===== src/omt_pkg.sv =====
// Purpose: shared constants and types of the oam message transport
// Assumes: one 125 MHz clock, byte wide frame streams
// Notes: frame byte positions count from the first destination byte
package omt_pkg;
    // ****************************************
    // frame header constants
    // ****************************************
    localparam logic [47:0] OMT_DA = 48'h0180C2000002;
    localparam logic [15:0] OMT_ETYPE = 16'h8809;
    localparam logic [7:0] OMT_SUBTYPE = 8'h03;
    localparam logic [15:0] OMT_FLAGS_RST = 16'h0000;
    localparam logic [7:0] OMT_CODE_ORG = 8'hFE;
    // arbitrary organization identifier
    localparam logic [23:0] OMT_OUI_DEF = 24'h5A3C96;
    localparam logic [7:0] OMT_TL_VER = 8'h01;
    localparam logic [7:0] OMT_PDU_VER = 8'h01;
    localparam logic [7:0] OMT_TYP_PDU = 8'h00;
    localparam logic [7:0] OMT_TYP_ACK = 8'h01;
    localparam logic [7:0] OMT_RC_OK = 8'h00;
    localparam logic [7:0] OMT_RC_VER = 8'h01;
    localparam logic [7:0] OMT_RC_SEQ = 8'h02;
    localparam logic [7:0] OMT_RC_EXC = 8'h03;
    // ****************************************
    // byte positions
    // ****************************************
    localparam logic [8:0] OMT_POS_SA = 9'h006;
    localparam logic [8:0] OMT_POS_FLAGS = 9'h00F;
    localparam logic [8:0] OMT_POS_CODE = 9'h011;
    localparam logic [8:0] OMT_POS_OUI = 9'h012;
    localparam logic [8:0] OMT_POS_VER = 9'h015;
    localparam logic [8:0] OMT_POS_TYP = 9'h016;
    localparam logic [8:0] OMT_POS_SEQ = 9'h017;
    localparam logic [8:0] OMT_POS_TOT = 9'h019;
    localparam logic [8:0] OMT_POS_LEN = 9'h01B;
    localparam logic [8:0] OMT_HDR_LEN = 9'h01C;
    localparam logic [8:0] OMT_PDU_HDR_LEN = 9'h006;
    // ****************************************
    // timing and retry
    // ****************************************
    localparam logic [2:0] OMT_MAX_ATTEMPTS = 3'h4;
    localparam int OMT_CLK_NS = 8;
    localparam int OMT_ACK_TIMEOUT_NS = 1000000;
    localparam int OMT_ACK_TIMEOUT_CYC = OMT_ACK_TIMEOUT_NS / OMT_CLK_NS;
    // ****************************************
    // types
    // ****************************************
    typedef struct packed {
        logic valid;
        logic last;
        logic [7:0] data;
    } omt_byte_t;
    typedef struct packed {
        logic first;
        logic [15:0] total;
        logic [15:0] msg_id;
        logic [15:0] opcode;
    } omt_frag_t;
    typedef struct packed {
        logic [15:0] msg_id;
        logic [15:0] opcode;
    } omt_msg_hdr_t;
    typedef struct packed {
        logic [7:0] typ;
        logic [15:0] seq;
        logic [15:0] total;
        logic [7:0] len;
    } omt_tl_hdr_t;
    typedef enum logic [1:0] {OMT_S_IDLE, OMT_S_SEND, OMT_S_WAIT} omt_snd_state_t;
endpackage


===== src/omt_transport.sv =====
// Purpose: oam message transport of the rf_interface_module, sender and receiver
// Assumes: frame streams on ref_clk_i, upper layer loads one fragment at a time
// Notes: first fragment data at most 249 bytes, acks take the link first

module omt_transport #(
    parameter int ACK_TIMEOUT_CYC = omt_pkg::OMT_ACK_TIMEOUT_CYC,
    parameter logic [23:0] OUI = omt_pkg::OMT_OUI_DEF
) (
    input wire logic ref_clk_i,
    input wire logic rst_n_i,
    input wire logic [47:0] station_mac_i,
    input wire omt_pkg::omt_byte_t rx_i,
    output omt_pkg::omt_byte_t tx_o,
    input wire logic tx_ready_i,
    input wire omt_pkg::omt_byte_t frag_i,
    input wire omt_pkg::omt_frag_t frag_cmd_i,
    output logic frag_ready_o,
    output logic frag_acked_o,
    output logic chan_lost_o,
    output omt_pkg::omt_byte_t rcv_o,
    output omt_pkg::omt_msg_hdr_t msg_hdr_o
);
    import omt_pkg::*;

    // ****************************************
    // helpers
    // ****************************************
    function automatic logic [7:0] hdr_byte(input logic [8:0] idx, input omt_tl_hdr_t h,
                                            input logic [47:0] mac);
        logic [223:0] hv;
        logic [223:0] sh;
        logic [8:0] rev;
        hv = {OMT_DA, mac, OMT_ETYPE, OMT_SUBTYPE, OMT_FLAGS_RST, OMT_CODE_ORG, OUI,
              OMT_TL_VER, h.typ, h.seq, h.total, h.len};
        rev = OMT_POS_LEN - idx;
        sh = hv >> {rev, 3'h0};
        return sh[7:0];
    endfunction

    function automatic logic fixed_pos(input logic [8:0] idx);
        return idx < OMT_POS_SA || (idx >= 9'h00C && idx < OMT_POS_FLAGS)
            || (idx >= OMT_POS_CODE && idx < OMT_POS_VER);
    endfunction

    // ****************************************
    // receive parser
    // ****************************************
    logic [8:0] rx_idx_r;
    logic rx_bad_r;
    omt_tl_hdr_t rx_hdr_r;
    logic [7:0] rx_ver_r;
    logic rx_pvbad_r;
    logic [7:0] rx_ak_r;
    logic [15:0] exp_seq_r;
    logic [15:0] last_seq_r;
    logic last_v_r;
    logic ack_pend_r;
    omt_tl_hdr_t ack_hdr_r;
    logic [7:0] ack_code_r;
    logic [8:0] rx_pidx;
    logic rx_pay;
    logic rx_dup;
    logic [7:0] rx_code;
    logic rx_fwd;
    logic rx_end;
    logic rx_pdu_end;
    logic rx_ack_end;
    logic [7:0] rx_akcode;

    assign rx_pidx = rx_idx_r - OMT_HDR_LEN;
    assign rx_pay = rx_i.valid && rx_idx_r >= OMT_HDR_LEN && !rx_bad_r;
    assign rx_dup = last_v_r && rx_hdr_r.seq == last_seq_r;
    assign rx_end = rx_i.valid && rx_i.last && !rx_bad_r && rx_idx_r >= OMT_HDR_LEN;
    assign rx_pdu_end = rx_end && rx_hdr_r.typ == OMT_TYP_PDU;
    assign rx_ack_end = rx_end && rx_hdr_r.typ == OMT_TYP_ACK;
    assign rx_akcode = (rx_idx_r == OMT_HDR_LEN) ? rx_i.data : rx_ak_r;

    always_comb begin
        if (rx_ver_r != OMT_TL_VER || rx_pvbad_r) begin
            rx_code = OMT_RC_VER;
        end else if (rx_dup) begin
            rx_code = OMT_RC_OK;
        end else if (rx_hdr_r.seq > rx_hdr_r.total) begin
            rx_code = OMT_RC_EXC;
        end else if (rx_hdr_r.seq == 16'h0001 || rx_hdr_r.seq == exp_seq_r) begin
            rx_code = OMT_RC_OK;
        end else begin
            rx_code = OMT_RC_SEQ;
        end
    end

    // only new, valid fragments pass data; first pdu header bytes stay here
    assign rx_fwd = rx_pay && rx_hdr_r.typ == OMT_TYP_PDU && rx_code == OMT_RC_OK
        && !rx_dup && rx_pidx < {1'b0, rx_hdr_r.len}
        && !(rx_hdr_r.seq == 16'h0001 && rx_pidx < OMT_PDU_HDR_LEN);

    always_ff @(posedge ref_clk_i) begin
        if (!rst_n_i) begin
            rx_idx_r <= 9'h000;
            rx_bad_r <= 1'b0;
        end else if (rx_i.valid) begin
            if (rx_i.last) begin
                rx_idx_r <= 9'h000;
                rx_bad_r <= 1'b0;
            end else begin
                if (rx_idx_r != 9'h1FF) begin
                    rx_idx_r <= rx_idx_r + 9'h001;
                end
                if (fixed_pos(rx_idx_r)
                    && rx_i.data != hdr_byte(rx_idx_r, '0, 48'h0)) begin
                    rx_bad_r <= 1'b1;
                end
            end
        end
    end

    always_ff @(posedge ref_clk_i) begin
        if (!rst_n_i) begin
            rx_hdr_r <= '0;
            rx_ver_r <= 8'h00;
            rx_pvbad_r <= 1'b0;
            rx_ak_r <= 8'h00;
        end else if (rx_i.valid) begin
            case (rx_idx_r)
                OMT_POS_VER: rx_ver_r <= rx_i.data;
                OMT_POS_TYP: rx_hdr_r.typ <= rx_i.data;
                OMT_POS_SEQ: rx_hdr_r.seq[15:8] <= rx_i.data;
                OMT_POS_SEQ + 9'h001: rx_hdr_r.seq[7:0] <= rx_i.data;
                OMT_POS_TOT: rx_hdr_r.total[15:8] <= rx_i.data;
                OMT_POS_TOT + 9'h001: rx_hdr_r.total[7:0] <= rx_i.data;
                OMT_POS_LEN: rx_hdr_r.len <= rx_i.data;
                OMT_HDR_LEN: begin
                    rx_ak_r <= rx_i.data;
                    rx_pvbad_r <= rx_hdr_r.typ == OMT_TYP_PDU && rx_hdr_r.seq == 16'h0001
                        && rx_i.data != OMT_PDU_VER;
                end
                default: begin
                    if (rx_idx_r == 9'h000) begin
                        rx_pvbad_r <= 1'b0;
                    end
                end
            endcase
        end
    end

    // ****************************************
    // reassembly and upward delivery
    // ****************************************
    always_ff @(posedge ref_clk_i) begin
        if (!rst_n_i) begin
            exp_seq_r <= 16'h0001;
            last_seq_r <= 16'h0000;
            last_v_r <= 1'b0;
        end else if (rx_pdu_end && rx_code == OMT_RC_OK && !rx_dup) begin
            last_seq_r <= rx_hdr_r.seq;
            last_v_r <= 1'b1;
            if (rx_hdr_r.seq == rx_hdr_r.total) begin
                exp_seq_r <= 16'h0001;
            end else begin
                exp_seq_r <= rx_hdr_r.seq + 16'h0001;
            end
        end
    end

    always_ff @(posedge ref_clk_i) begin
        if (!rst_n_i) begin
            rcv_o <= '0;
        end else begin
            rcv_o.valid <= rx_fwd;
            rcv_o.data <= rx_i.data;
            rcv_o.last <= rx_fwd && rx_hdr_r.seq == rx_hdr_r.total
                && rx_pidx == {1'b0, rx_hdr_r.len} - 9'h001;
        end
    end

    always_ff @(posedge ref_clk_i) begin
        if (!rst_n_i) begin
            msg_hdr_o <= '0;
        end else if (rx_pay && rx_hdr_r.typ == OMT_TYP_PDU && rx_hdr_r.seq == 16'h0001
                     && rx_code == OMT_RC_OK && !rx_dup) begin
            case (rx_pidx)
                9'h002: msg_hdr_o.msg_id[15:8] <= rx_i.data;
                9'h003: msg_hdr_o.msg_id[7:0] <= rx_i.data;
                9'h004: msg_hdr_o.opcode[15:8] <= rx_i.data;
                9'h005: msg_hdr_o.opcode[7:0] <= rx_i.data;
                default: msg_hdr_o <= msg_hdr_o;
            endcase
        end
    end

    // ****************************************
    // acknowledgement queue
    // ****************************************
    logic tx_busy_r;
    logic ack_start;
    logic pdu_start;
    assign ack_start = !tx_busy_r && ack_pend_r;

    always_ff @(posedge ref_clk_i) begin
        if (!rst_n_i) begin
            ack_pend_r <= 1'b0;
            ack_hdr_r <= '0;
            ack_code_r <= OMT_RC_OK;
        end else if (rx_pdu_end) begin
            ack_pend_r <= 1'b1;
            ack_hdr_r <= {OMT_TYP_ACK, rx_hdr_r.seq, rx_hdr_r.total, rx_hdr_r.len};
            ack_code_r <= rx_code;
        end else if (ack_start) begin
            ack_pend_r <= 1'b0;
        end
    end

    // ****************************************
    // sender
    // ****************************************
    logic [7:0] buf_r [0:255];
    logic [7:0] wr_cnt_r;
    logic [7:0] snd_cnt_r;
    omt_frag_t cmd_r;
    logic [15:0] snd_seq_r;
    omt_snd_state_t snd_state_r;
    logic [2:0] att_r;
    logic [31:0] tmr_r;
    logic ack_hit;
    logic tmo;
    logic retry;

    assign pdu_start = snd_state_r == OMT_S_SEND && !tx_busy_r && !ack_pend_r;
    assign ack_hit = rx_ack_end && rx_hdr_r.seq == snd_seq_r && snd_state_r == OMT_S_WAIT;
    assign tmo = snd_state_r == OMT_S_WAIT && !tx_busy_r
        && tmr_r == 32'(ACK_TIMEOUT_CYC - 1);
    assign retry = (ack_hit && rx_akcode != OMT_RC_OK) || (!ack_hit && tmo);

    always_ff @(posedge ref_clk_i) begin
        if (frag_ready_o && frag_i.valid) begin
            buf_r[wr_cnt_r] <= frag_i.data;
        end
    end

    always_ff @(posedge ref_clk_i) begin
        if (!rst_n_i) begin
            snd_state_r <= OMT_S_IDLE;
            frag_ready_o <= 1'b0;
            frag_acked_o <= 1'b0;
            chan_lost_o <= 1'b0;
            wr_cnt_r <= 8'h00;
            snd_cnt_r <= 8'h00;
            cmd_r <= '0;
            snd_seq_r <= 16'h0000;
            att_r <= 3'h0;
            tmr_r <= 32'h0000_0000;
        end else begin
            frag_acked_o <= 1'b0;
            chan_lost_o <= 1'b0;
            case (snd_state_r)
                OMT_S_IDLE: begin
                    frag_ready_o <= 1'b1;
                    if (frag_ready_o && frag_i.valid) begin
                        wr_cnt_r <= wr_cnt_r + 8'h01;
                        if (frag_i.last) begin
                            snd_cnt_r <= wr_cnt_r + 8'h01;
                            wr_cnt_r <= 8'h00;
                            cmd_r <= frag_cmd_i;
                            snd_seq_r <= frag_cmd_i.first ? 16'h0001
                                : snd_seq_r + 16'h0001;
                            att_r <= 3'h0;
                            frag_ready_o <= 1'b0;
                            snd_state_r <= OMT_S_SEND;
                        end
                    end
                end
                OMT_S_SEND: begin
                    if (pdu_start) begin
                        att_r <= att_r + 3'h1;
                        tmr_r <= 32'h0000_0000;
                        snd_state_r <= OMT_S_WAIT;
                    end
                end
                OMT_S_WAIT: begin
                    if (!tx_busy_r) begin
                        tmr_r <= tmr_r + 32'h0000_0001;
                    end
                    if (ack_hit && rx_akcode == OMT_RC_OK) begin
                        frag_acked_o <= 1'b1;
                        snd_state_r <= OMT_S_IDLE;
                    end else if (retry) begin
                        if (att_r == OMT_MAX_ATTEMPTS) begin
                            chan_lost_o <= 1'b1;
                            snd_state_r <= OMT_S_IDLE;
                        end else begin
                            snd_state_r <= OMT_S_SEND;
                        end
                    end
                end
                default: snd_state_r <= OMT_S_IDLE;
            endcase
        end
    end

    // ****************************************
    // transmit engine
    // ****************************************
    logic tx_ack_r;
    logic [8:0] tx_idx_r;
    omt_tl_hdr_t tx_hdr_r;
    logic [7:0] tx_code_r;
    logic [8:0] tx_pidx;
    logic [8:0] tx_last_idx;
    logic tx_adv;
    logic [7:0] tx_byte;
    logic [7:0] pdu_byte;
    logic [7:0] boff;

    assign tx_pidx = tx_idx_r - OMT_HDR_LEN;
    assign tx_last_idx = tx_ack_r ? OMT_HDR_LEN
        : OMT_HDR_LEN + {1'b0, tx_hdr_r.len} - 9'h001;
    assign tx_adv = tx_busy_r && (!tx_o.valid || tx_ready_i);

    always_comb begin
        boff = tx_pidx[7:0];
        pdu_byte = 8'h00;
        if (tx_hdr_r.seq == 16'h0001) begin
            boff = tx_pidx[7:0] - OMT_PDU_HDR_LEN[7:0];
            case (tx_pidx)
                9'h000: pdu_byte = OMT_PDU_VER;
                9'h001: pdu_byte = 8'h00;
                9'h002: pdu_byte = cmd_r.msg_id[15:8];
                9'h003: pdu_byte = cmd_r.msg_id[7:0];
                9'h004: pdu_byte = cmd_r.opcode[15:8];
                9'h005: pdu_byte = cmd_r.opcode[7:0];
                default: pdu_byte = buf_r[boff];
            endcase
        end else begin
            pdu_byte = buf_r[boff];
        end
        if (tx_idx_r < OMT_HDR_LEN) begin
            tx_byte = hdr_byte(tx_idx_r, tx_hdr_r, station_mac_i);
        end else if (tx_ack_r) begin
            tx_byte = tx_code_r;
        end else begin
            tx_byte = pdu_byte;
        end
    end

    always_ff @(posedge ref_clk_i) begin
        if (!rst_n_i) begin
            tx_busy_r <= 1'b0;
            tx_ack_r <= 1'b0;
            tx_idx_r <= 9'h000;
            tx_hdr_r <= '0;
            tx_code_r <= 8'h00;
            tx_o <= '0;
        end else begin
            if (ack_start) begin
                tx_busy_r <= 1'b1;
                tx_ack_r <= 1'b1;
                tx_idx_r <= 9'h000;
                tx_hdr_r <= ack_hdr_r;
                tx_code_r <= ack_code_r;
            end else if (pdu_start) begin
                tx_busy_r <= 1'b1;
                tx_ack_r <= 1'b0;
                tx_idx_r <= 9'h000;
                tx_hdr_r <= {OMT_TYP_PDU, snd_seq_r, cmd_r.total, snd_seq_r == 16'h0001
                    ? snd_cnt_r + OMT_PDU_HDR_LEN[7:0] : snd_cnt_r};
            end else if (tx_adv) begin
                tx_idx_r <= tx_idx_r + 9'h001;
                if (tx_idx_r == tx_last_idx) begin
                    tx_busy_r <= 1'b0;
                end
            end
            if (tx_adv) begin
                tx_o <= {1'b1, tx_idx_r == tx_last_idx, tx_byte};
            end else if (tx_ready_i) begin
                tx_o.valid <= 1'b0;
            end
        end
    end
endmodule


===== config.mk =====
export PLATFORM = sky130hd
export DESIGN_NAME = omt_transport
export DESIGN_NICKNAME = d
export VERILOG_FILES = /design/src/omt_pkg.sv /design/src/omt_transport.sv
export SDC_FILE = /design/constraint.sdc
export NUM_CORES = 2
export LEC_CHECK = 0
export BUFFER_PORTS_ARGS = -buffer_cell sky130_fd_sc_hd__buf_2
export CORE_UTILIZATION = 50
export CTS_CLUSTER_DIAMETER = 50
export CTS_CLUSTER_SIZE = 40
export DETAILED_ROUTE_END_ITERATION = 7
export PLACE_DENSITY = 0.66
export SLEW_MARGIN = 20
export SYNTH_ARGS = -nofsm -noshare
export SYNTH_HDL_FRONTEND = slang
export SYNTH_SLANG_ARGS = --single-unit

===== constraint.sdc =====
create_clock -name ref_clk_i -period 5.15 [get_ports ref_clk_i]
set_clock_uncertainty 0.15 [all_clocks]
set_input_delay 0.515 -clock ref_clk_i [delete_from_list [all_inputs] [get_ports ref_clk_i]]
set_output_delay 0.515 -clock ref_clk_i [all_outputs]
set_load 0.02 [all_outputs]

* Yosys cells after proc, flatten, opt, wreduce, memory -nomap -nowiden
Memories as Yosys holds them, arrays and structs flattened.
Index checks and enable logic that the tools add are counted.
** Cells by class
- Add/sub/neg operators :: 16
- $lt $le $gt $ge :: 10
- Eq/ne operators :: 40
- Shift operators :: 2
- Multiplexer cells :: 52
- Bitwise operators :: 4
- Reductions and logical operators :: 92
** Operators by type and width (number)
- $shr A217 B12 Y8 :: 1
- $shr A217 B12 Y8 const A :: 1
- $mux W48 :: 2
- $eq A9 B5 Y1 const B :: 8
- $eq A16 B16 Y1 :: 4
- $mux W32 :: 2
- $pmux W32 S2 :: 1
- $eq A16 B1 Y1 const B :: 3
- $mux W8 :: 6
- $pmux W8 S6 :: 1
- $logic_and A1 B1 Y1 :: 38
- $eq A9 B2 Y1 const B :: 4
- $eq A9 B3 Y1 const B :: 4
- $add A16 B1 Y16 const B :: 2
- $add A32 B1 Y32 const B :: 1
- $eq A32 B17 Y1 const B :: 1
- $mux W16 :: 2
- $reduce_and A2 Y1 :: 16
- $mux W9 :: 3
- $logic_not A8 Y1 :: 3
- $mux W1 :: 20
- $add A9 B1 Y9 const B :: 2
- $eq A9 B9 Y1 :: 2
- $ge A9 B5 Y1 const B :: 2
- other kinds (43) :: 87
** Word-level totals
- Register bits :: 397
- RAM bits :: 2048
- Input bits :: 120
- Output and inout bits :: 55
- Word-level logic and storage cells :: 267
- Memories :: 1
** Memories
- buf_r :: words 256, bits a word 8, read ports 2, clocked after Yosys merged registers in 0, wr ports 1, RTL line omt_transport.sv:216 : logic [7:0] buf_r [0:255];

* Logic depth before layout (Yosys ltp)
- Word-level depth :: 13
- Mapped depth :: 21
- Mapped depth without buffers :: 11

* Worst setup path after synthesis
OpenSTA, ideal clock, no wires.
- Kind :: reg2reg
- From :: reg tx_idx_r[2]
- To :: reg tx_o[1] in the netlist's numbering
- Setup time :: 0.127 ns
- Arrival :: 4.245 ns
- Required time :: 4.873 ns
- Setup slack :: 0.627 ns
- Cell stages (with the launch flop) :: 19
- Path buffers :: 7
- Clock period less this slack :: 4.523 ns
- Cell sequence :: dfxtp_1 > buf_2 > buf_2 > inv_1 > buf_2 > buf_2 > buf_2 > buf_1 > ha_1 > buf_2 > a21oi_1 > xnor2_1 > mux4_2 > o2111a_1 > a311oi_1 > a2111oi_0 > nor3_1 > a2bb2oi_1 > o31ai_2
** Between the ends
- Longest elaborated chain between the ends :: 7
- Elaborated cells on any way between the ends :: 16
- Those cells by class :: 3 x add/sub; 1 x order compare; 5 x eq/ne; 1 x shift; 4 x mux; 1 x reduce/logical; 1 x memory
** RTL lines
- start, declared :: RTL line omt_transport.sv:304 : logic [8:0] tx_idx_r;
- start signal, assigned :: RTL line omt_transport.sv:367 : tx_idx_r <= tx_idx_r + 9'h001;
- $sub A9 B5 Y9 :: RTL line omt_transport.sv:314 : assign tx_pidx = tx_idx_r - OMT_HDR_LEN;
- $sub A8 B3 Y8 :: RTL line omt_transport.sv:323 : boff = tx_pidx[7:0] - OMT_PDU_HDR_LEN[7:0];
- $mem_v2 Z256 W8
- $pmux W8 S6 :: RTL line omt_transport.sv:324 : case (tx_pidx)
- $mux W8 :: RTL line omt_transport.sv:322 : if (tx_hdr_r.seq == 16'h0001) begin
- $mux W8 :: RTL line omt_transport.sv:338 : end else if (tx_ack_r) begin
- $mux W8 * :: RTL line omt_transport.sv:336 : if (tx_idx_r < OMT_HDR_LEN) begin
- end signal, assigned :: RTL line omt_transport.sv:373 : tx_o <= {1'b1, tx_idx_r == tx_last_idx, tx_byte};
- end, declared :: RTL line omt_transport.sv:13 : output omt_pkg::omt_byte_t tx_o,
Mark *: on every way between the ends. The rest lies on a longest branch, timed or not.
A chain may end at the register's enable or synchronous reset.

* Worst setup path in the final report
- From :: reg tx_idx_r[2]
- To :: reg tx_o[5] in the netlist's numbering
The elaborated chain is that of the path after synthesis.

==> impl_metrics.toml <==
[clock_network]
post_cts_buffers = 0
insertion_delay_ns = 0.90
cts.clk_slew.worst_paths_ns = 0.08
clock_sinks = 2426
clockBufferDepth = 3
htree_num_levels = 4
tritoncts = "built"
clockRootBuffer = "clkbuf_16"
cts_buffers = 236
ctsResizeCount = 0

[die]
core_area_um2 = 230800
fp.dieW_um = 484.7
num_rows = 176
die-area_um2 = 235000
io_pins = 175
start_util_pct = 50.49
fp.dieH_um = 484.7

[logic_synthesis]
async_flop_share_pct = 0
synth_edf_count = 2048
ys_seq_elements = 2426
ys.flop_type = "edfxtp_1"
synth_cells = 7551
syn_avg_cell_area_um2 = 15.43
synth_warnings = 0
syn_area_um2 = 116500
syn_nets = 7728
ys_types = 92
synth_seq_area_share_pct = 59.28

[worst_setup_path]
cp_cell_sequence = "buf_12 > a311oi_2 > and2_1 > nor2_1 > nand2_1 > a2111oi_0 > o21ai_0 > o21ai_0 > o2111ai_1 > a41oi_1"
cp.arrival_ns = 5.76
crit_type = "flip-flop to flip-flop"
crit_slowest_cell = "a2111oi_0"
crit_top_cell = "o21ai_0"
start_kind = "flip-flop"
slowest_delay_ns = 0.85
cp_data_required_time_ns = 5.83
reg2reg_depth = 10
worstSetupEndpointType = "flip-flop"
cp_max_fo = 78

[cells_and_area]
multi_input_area_um2 = 43950
area_growth_pct = 12.29
final_nets = 7997
fin_util_pct = 56.69
final_common_cell = "edfxtp_1"
drive_gt1_share_pct = 25.99
fill_cells = 17670
final_cells = 11080
seq_area_um2 = 69080
final_cell_mix = "edfxtp_1, mux4_2, nand2_1"

[sta]
final.period_utilization_pct = 98.68
tightest_slew_ns = 1.312
slew_headroom_pct = 12.18
setup-violations-final = 0
slew_viol_final = 0
whs_ns = 0.04499
setup_tns_ns = 0
max_clock_freq_ghz = 0.1968
final_hold_viol_count = 0
rsz0062_at_grt = "false"
layout_min_cycle_time_ns = 5.082

[drt]
finalWirelength_mm = 397.5
routedWlPerCell_um = 35.89
ant_nets = 1
drt_iter0_drc = 12790
vias = 78110
drtPass1Iterations = 8
via_per_inst = 7.052
drcViolationCount = 0

[power]
peakVddDrop_uv = 298.2
power.density_nw_per_um2 = 320.2
leakage_uw = 0.04079

[flow_run]
maxCapViolations = 0

[outcome]
violations = "antenna violations"
status = "finished with violations"

[grt]
grt_pass1_wl_mm = 557.9
grt_overflow_total = 0
grt_max_degree = 169
antenna_found_initial = 23
track_usage_pct = 33.43
grt_pass1_vias = 73920

[hold_path]
hold_path.class = "primary input to flip-flop"
whs_path_depth = 1

[placed_design]
gp_congestion = 1.006
dp_cells = 10540
dp_hpwl_mm = 269.0
port_buffers = 174
cell type report:
class / count / share of cell area, %
Antenna cell: 21 / 0.04017
Clock buffer: 246 / 4.599
Clock inverter: 202 / 1.983
Inverter: 71 / 0.2142
Multi-Input combinational cell: 4455 / 33.59
Sequential cell: 2426 / 52.80
Tap cell: 3026 / 2.894
Timing Repair Buffer: 630 / 3.884
registers in the layout, indices dropped and copies added (netlist names), 9 cells and up:
signal	cells
ack_hdr_r	41
tx_idx_r	9
msg_hdr_o	32
tx_hdr_r	41
rx_hdr_r	48
tx_o	10
buf_r	2048
exp_seq_r	16
rx_idx_r	9
cmd_r	48
rcv_o	10
last_seq_r	16
snd_seq_r	16
tmr_r	32
layer usage:
layer | vias up | global-route usage [%] | share of wire (%)
met5 | - | 0 | 0.053
met4 | 22 | 15.90 | 5.6
met3 | 1067 | 11.21 | 15
met2 | 6131 | 48.70 | 44
met1 | 39910 | 45.25 | 36
li1 | 30990 | - | -
critical path, delay by kind of cell, from the launching register on:
family / cells / cell delay (ns)
buf+inv: 1 / 0.47
compound gates: 6 / 2.36
simple gates: 3 / 1.60
flops: 1 / 0.39
worst paths after layout:
check,from,end,slack [ns]
worst max-delay path,tx_idx_r[2],tx_o[5],0.07
worst min-delay path,frag_i[6],buf_r[234][6],0.04
worst max register to register,tx_idx_r[2],tx_o[5],0.07
worst min register to register,ack_hdr_r[33],ack_hdr_r[33],0.31
cells by family (layout without fill, tap and decap cells):
logic type	Yosys count	count (layout)	share of synthesized area, %
flops	2426	2426	59.28
simple gates	1853	1853	6.968
mux	1393	1393	22.77
compound gates	976	976	5.745
buf+inv	670	1149	3.284
xor+xnor	176	176	1.342
fa+ha+maj	57	57	0.6121
other cells	0	21	0
report_power, final:
part	switching (uW)	leakage, uW	internal (uW)	total [uW]
clock network	8920	0.00412	9950	18900
logic	1040	0.0152	652	1690
registers	53.7	0.0215	21300	21300
per-stage QoR:
stage / worst slack, ns / area (um2) / power [uW]
3_3_place_gp: 0.5180 / 121400 / 23360
5_1_grt: 0.2673 / 130800 / 42800
2_1_floorplan: 0.6273 / 116500 / 22720
4_1_cts: 0.4849 / 130700 / 41970
3_5_place_dp: 0.5000 / 121400 / 23390
6_report: 0.06775 / 130800 / 41900
cell usage after synthesis, drive strengths merged, types with 23 or more instances:
| master | instances | area, um2 |
|---|---|---|
| and3 | 41 | 256.5 |
| nor2b | 23 | 143.9 |
| o221ai | 57 | 499.2 |
| nor2 | 571 | 2146 |
| mux2i | 382 | 3824 |
| dfxtp | 378 | 7567 |
| edfxtp | 2048 | 61500 |
| nand4 | 68 | 425.4 |
| nor3 | 67 | 380.4 |
| mux4 | 1003 | 22620 |
| a21oi | 276 | 1381 |
| clkbuf | 259 | 975.9 |
| o21ai | 127 | 635.6 |
| a22oi | 125 | 938.4 |
| xor2 | 78 | 683.2 |
| and2 | 23 | 143.9 |
| inv | 71 | 266.5 |
| nand3 | 210 | 1051 |
| buf | 340 | 2584 |
| a31oi | 45 | 281.5 |
| nand2 | 732 | 2748 |
| o22ai | 27 | 168.9 |
| a221oi | 78 | 683.2 |
| xnor2 | 98 | 880.8 |
| ha | 57 | 713.2 |
| nor4 | 41 | 262.8 |
repair_timing:
| action | CTS | global route |
|---|---|---|
| hold endpoints to repair | 201 | 45 |
| hold buffers | 65 | 2 |
| setup endpoints to repair | 0 | 0 |
(Power assumes the default switching activity.)
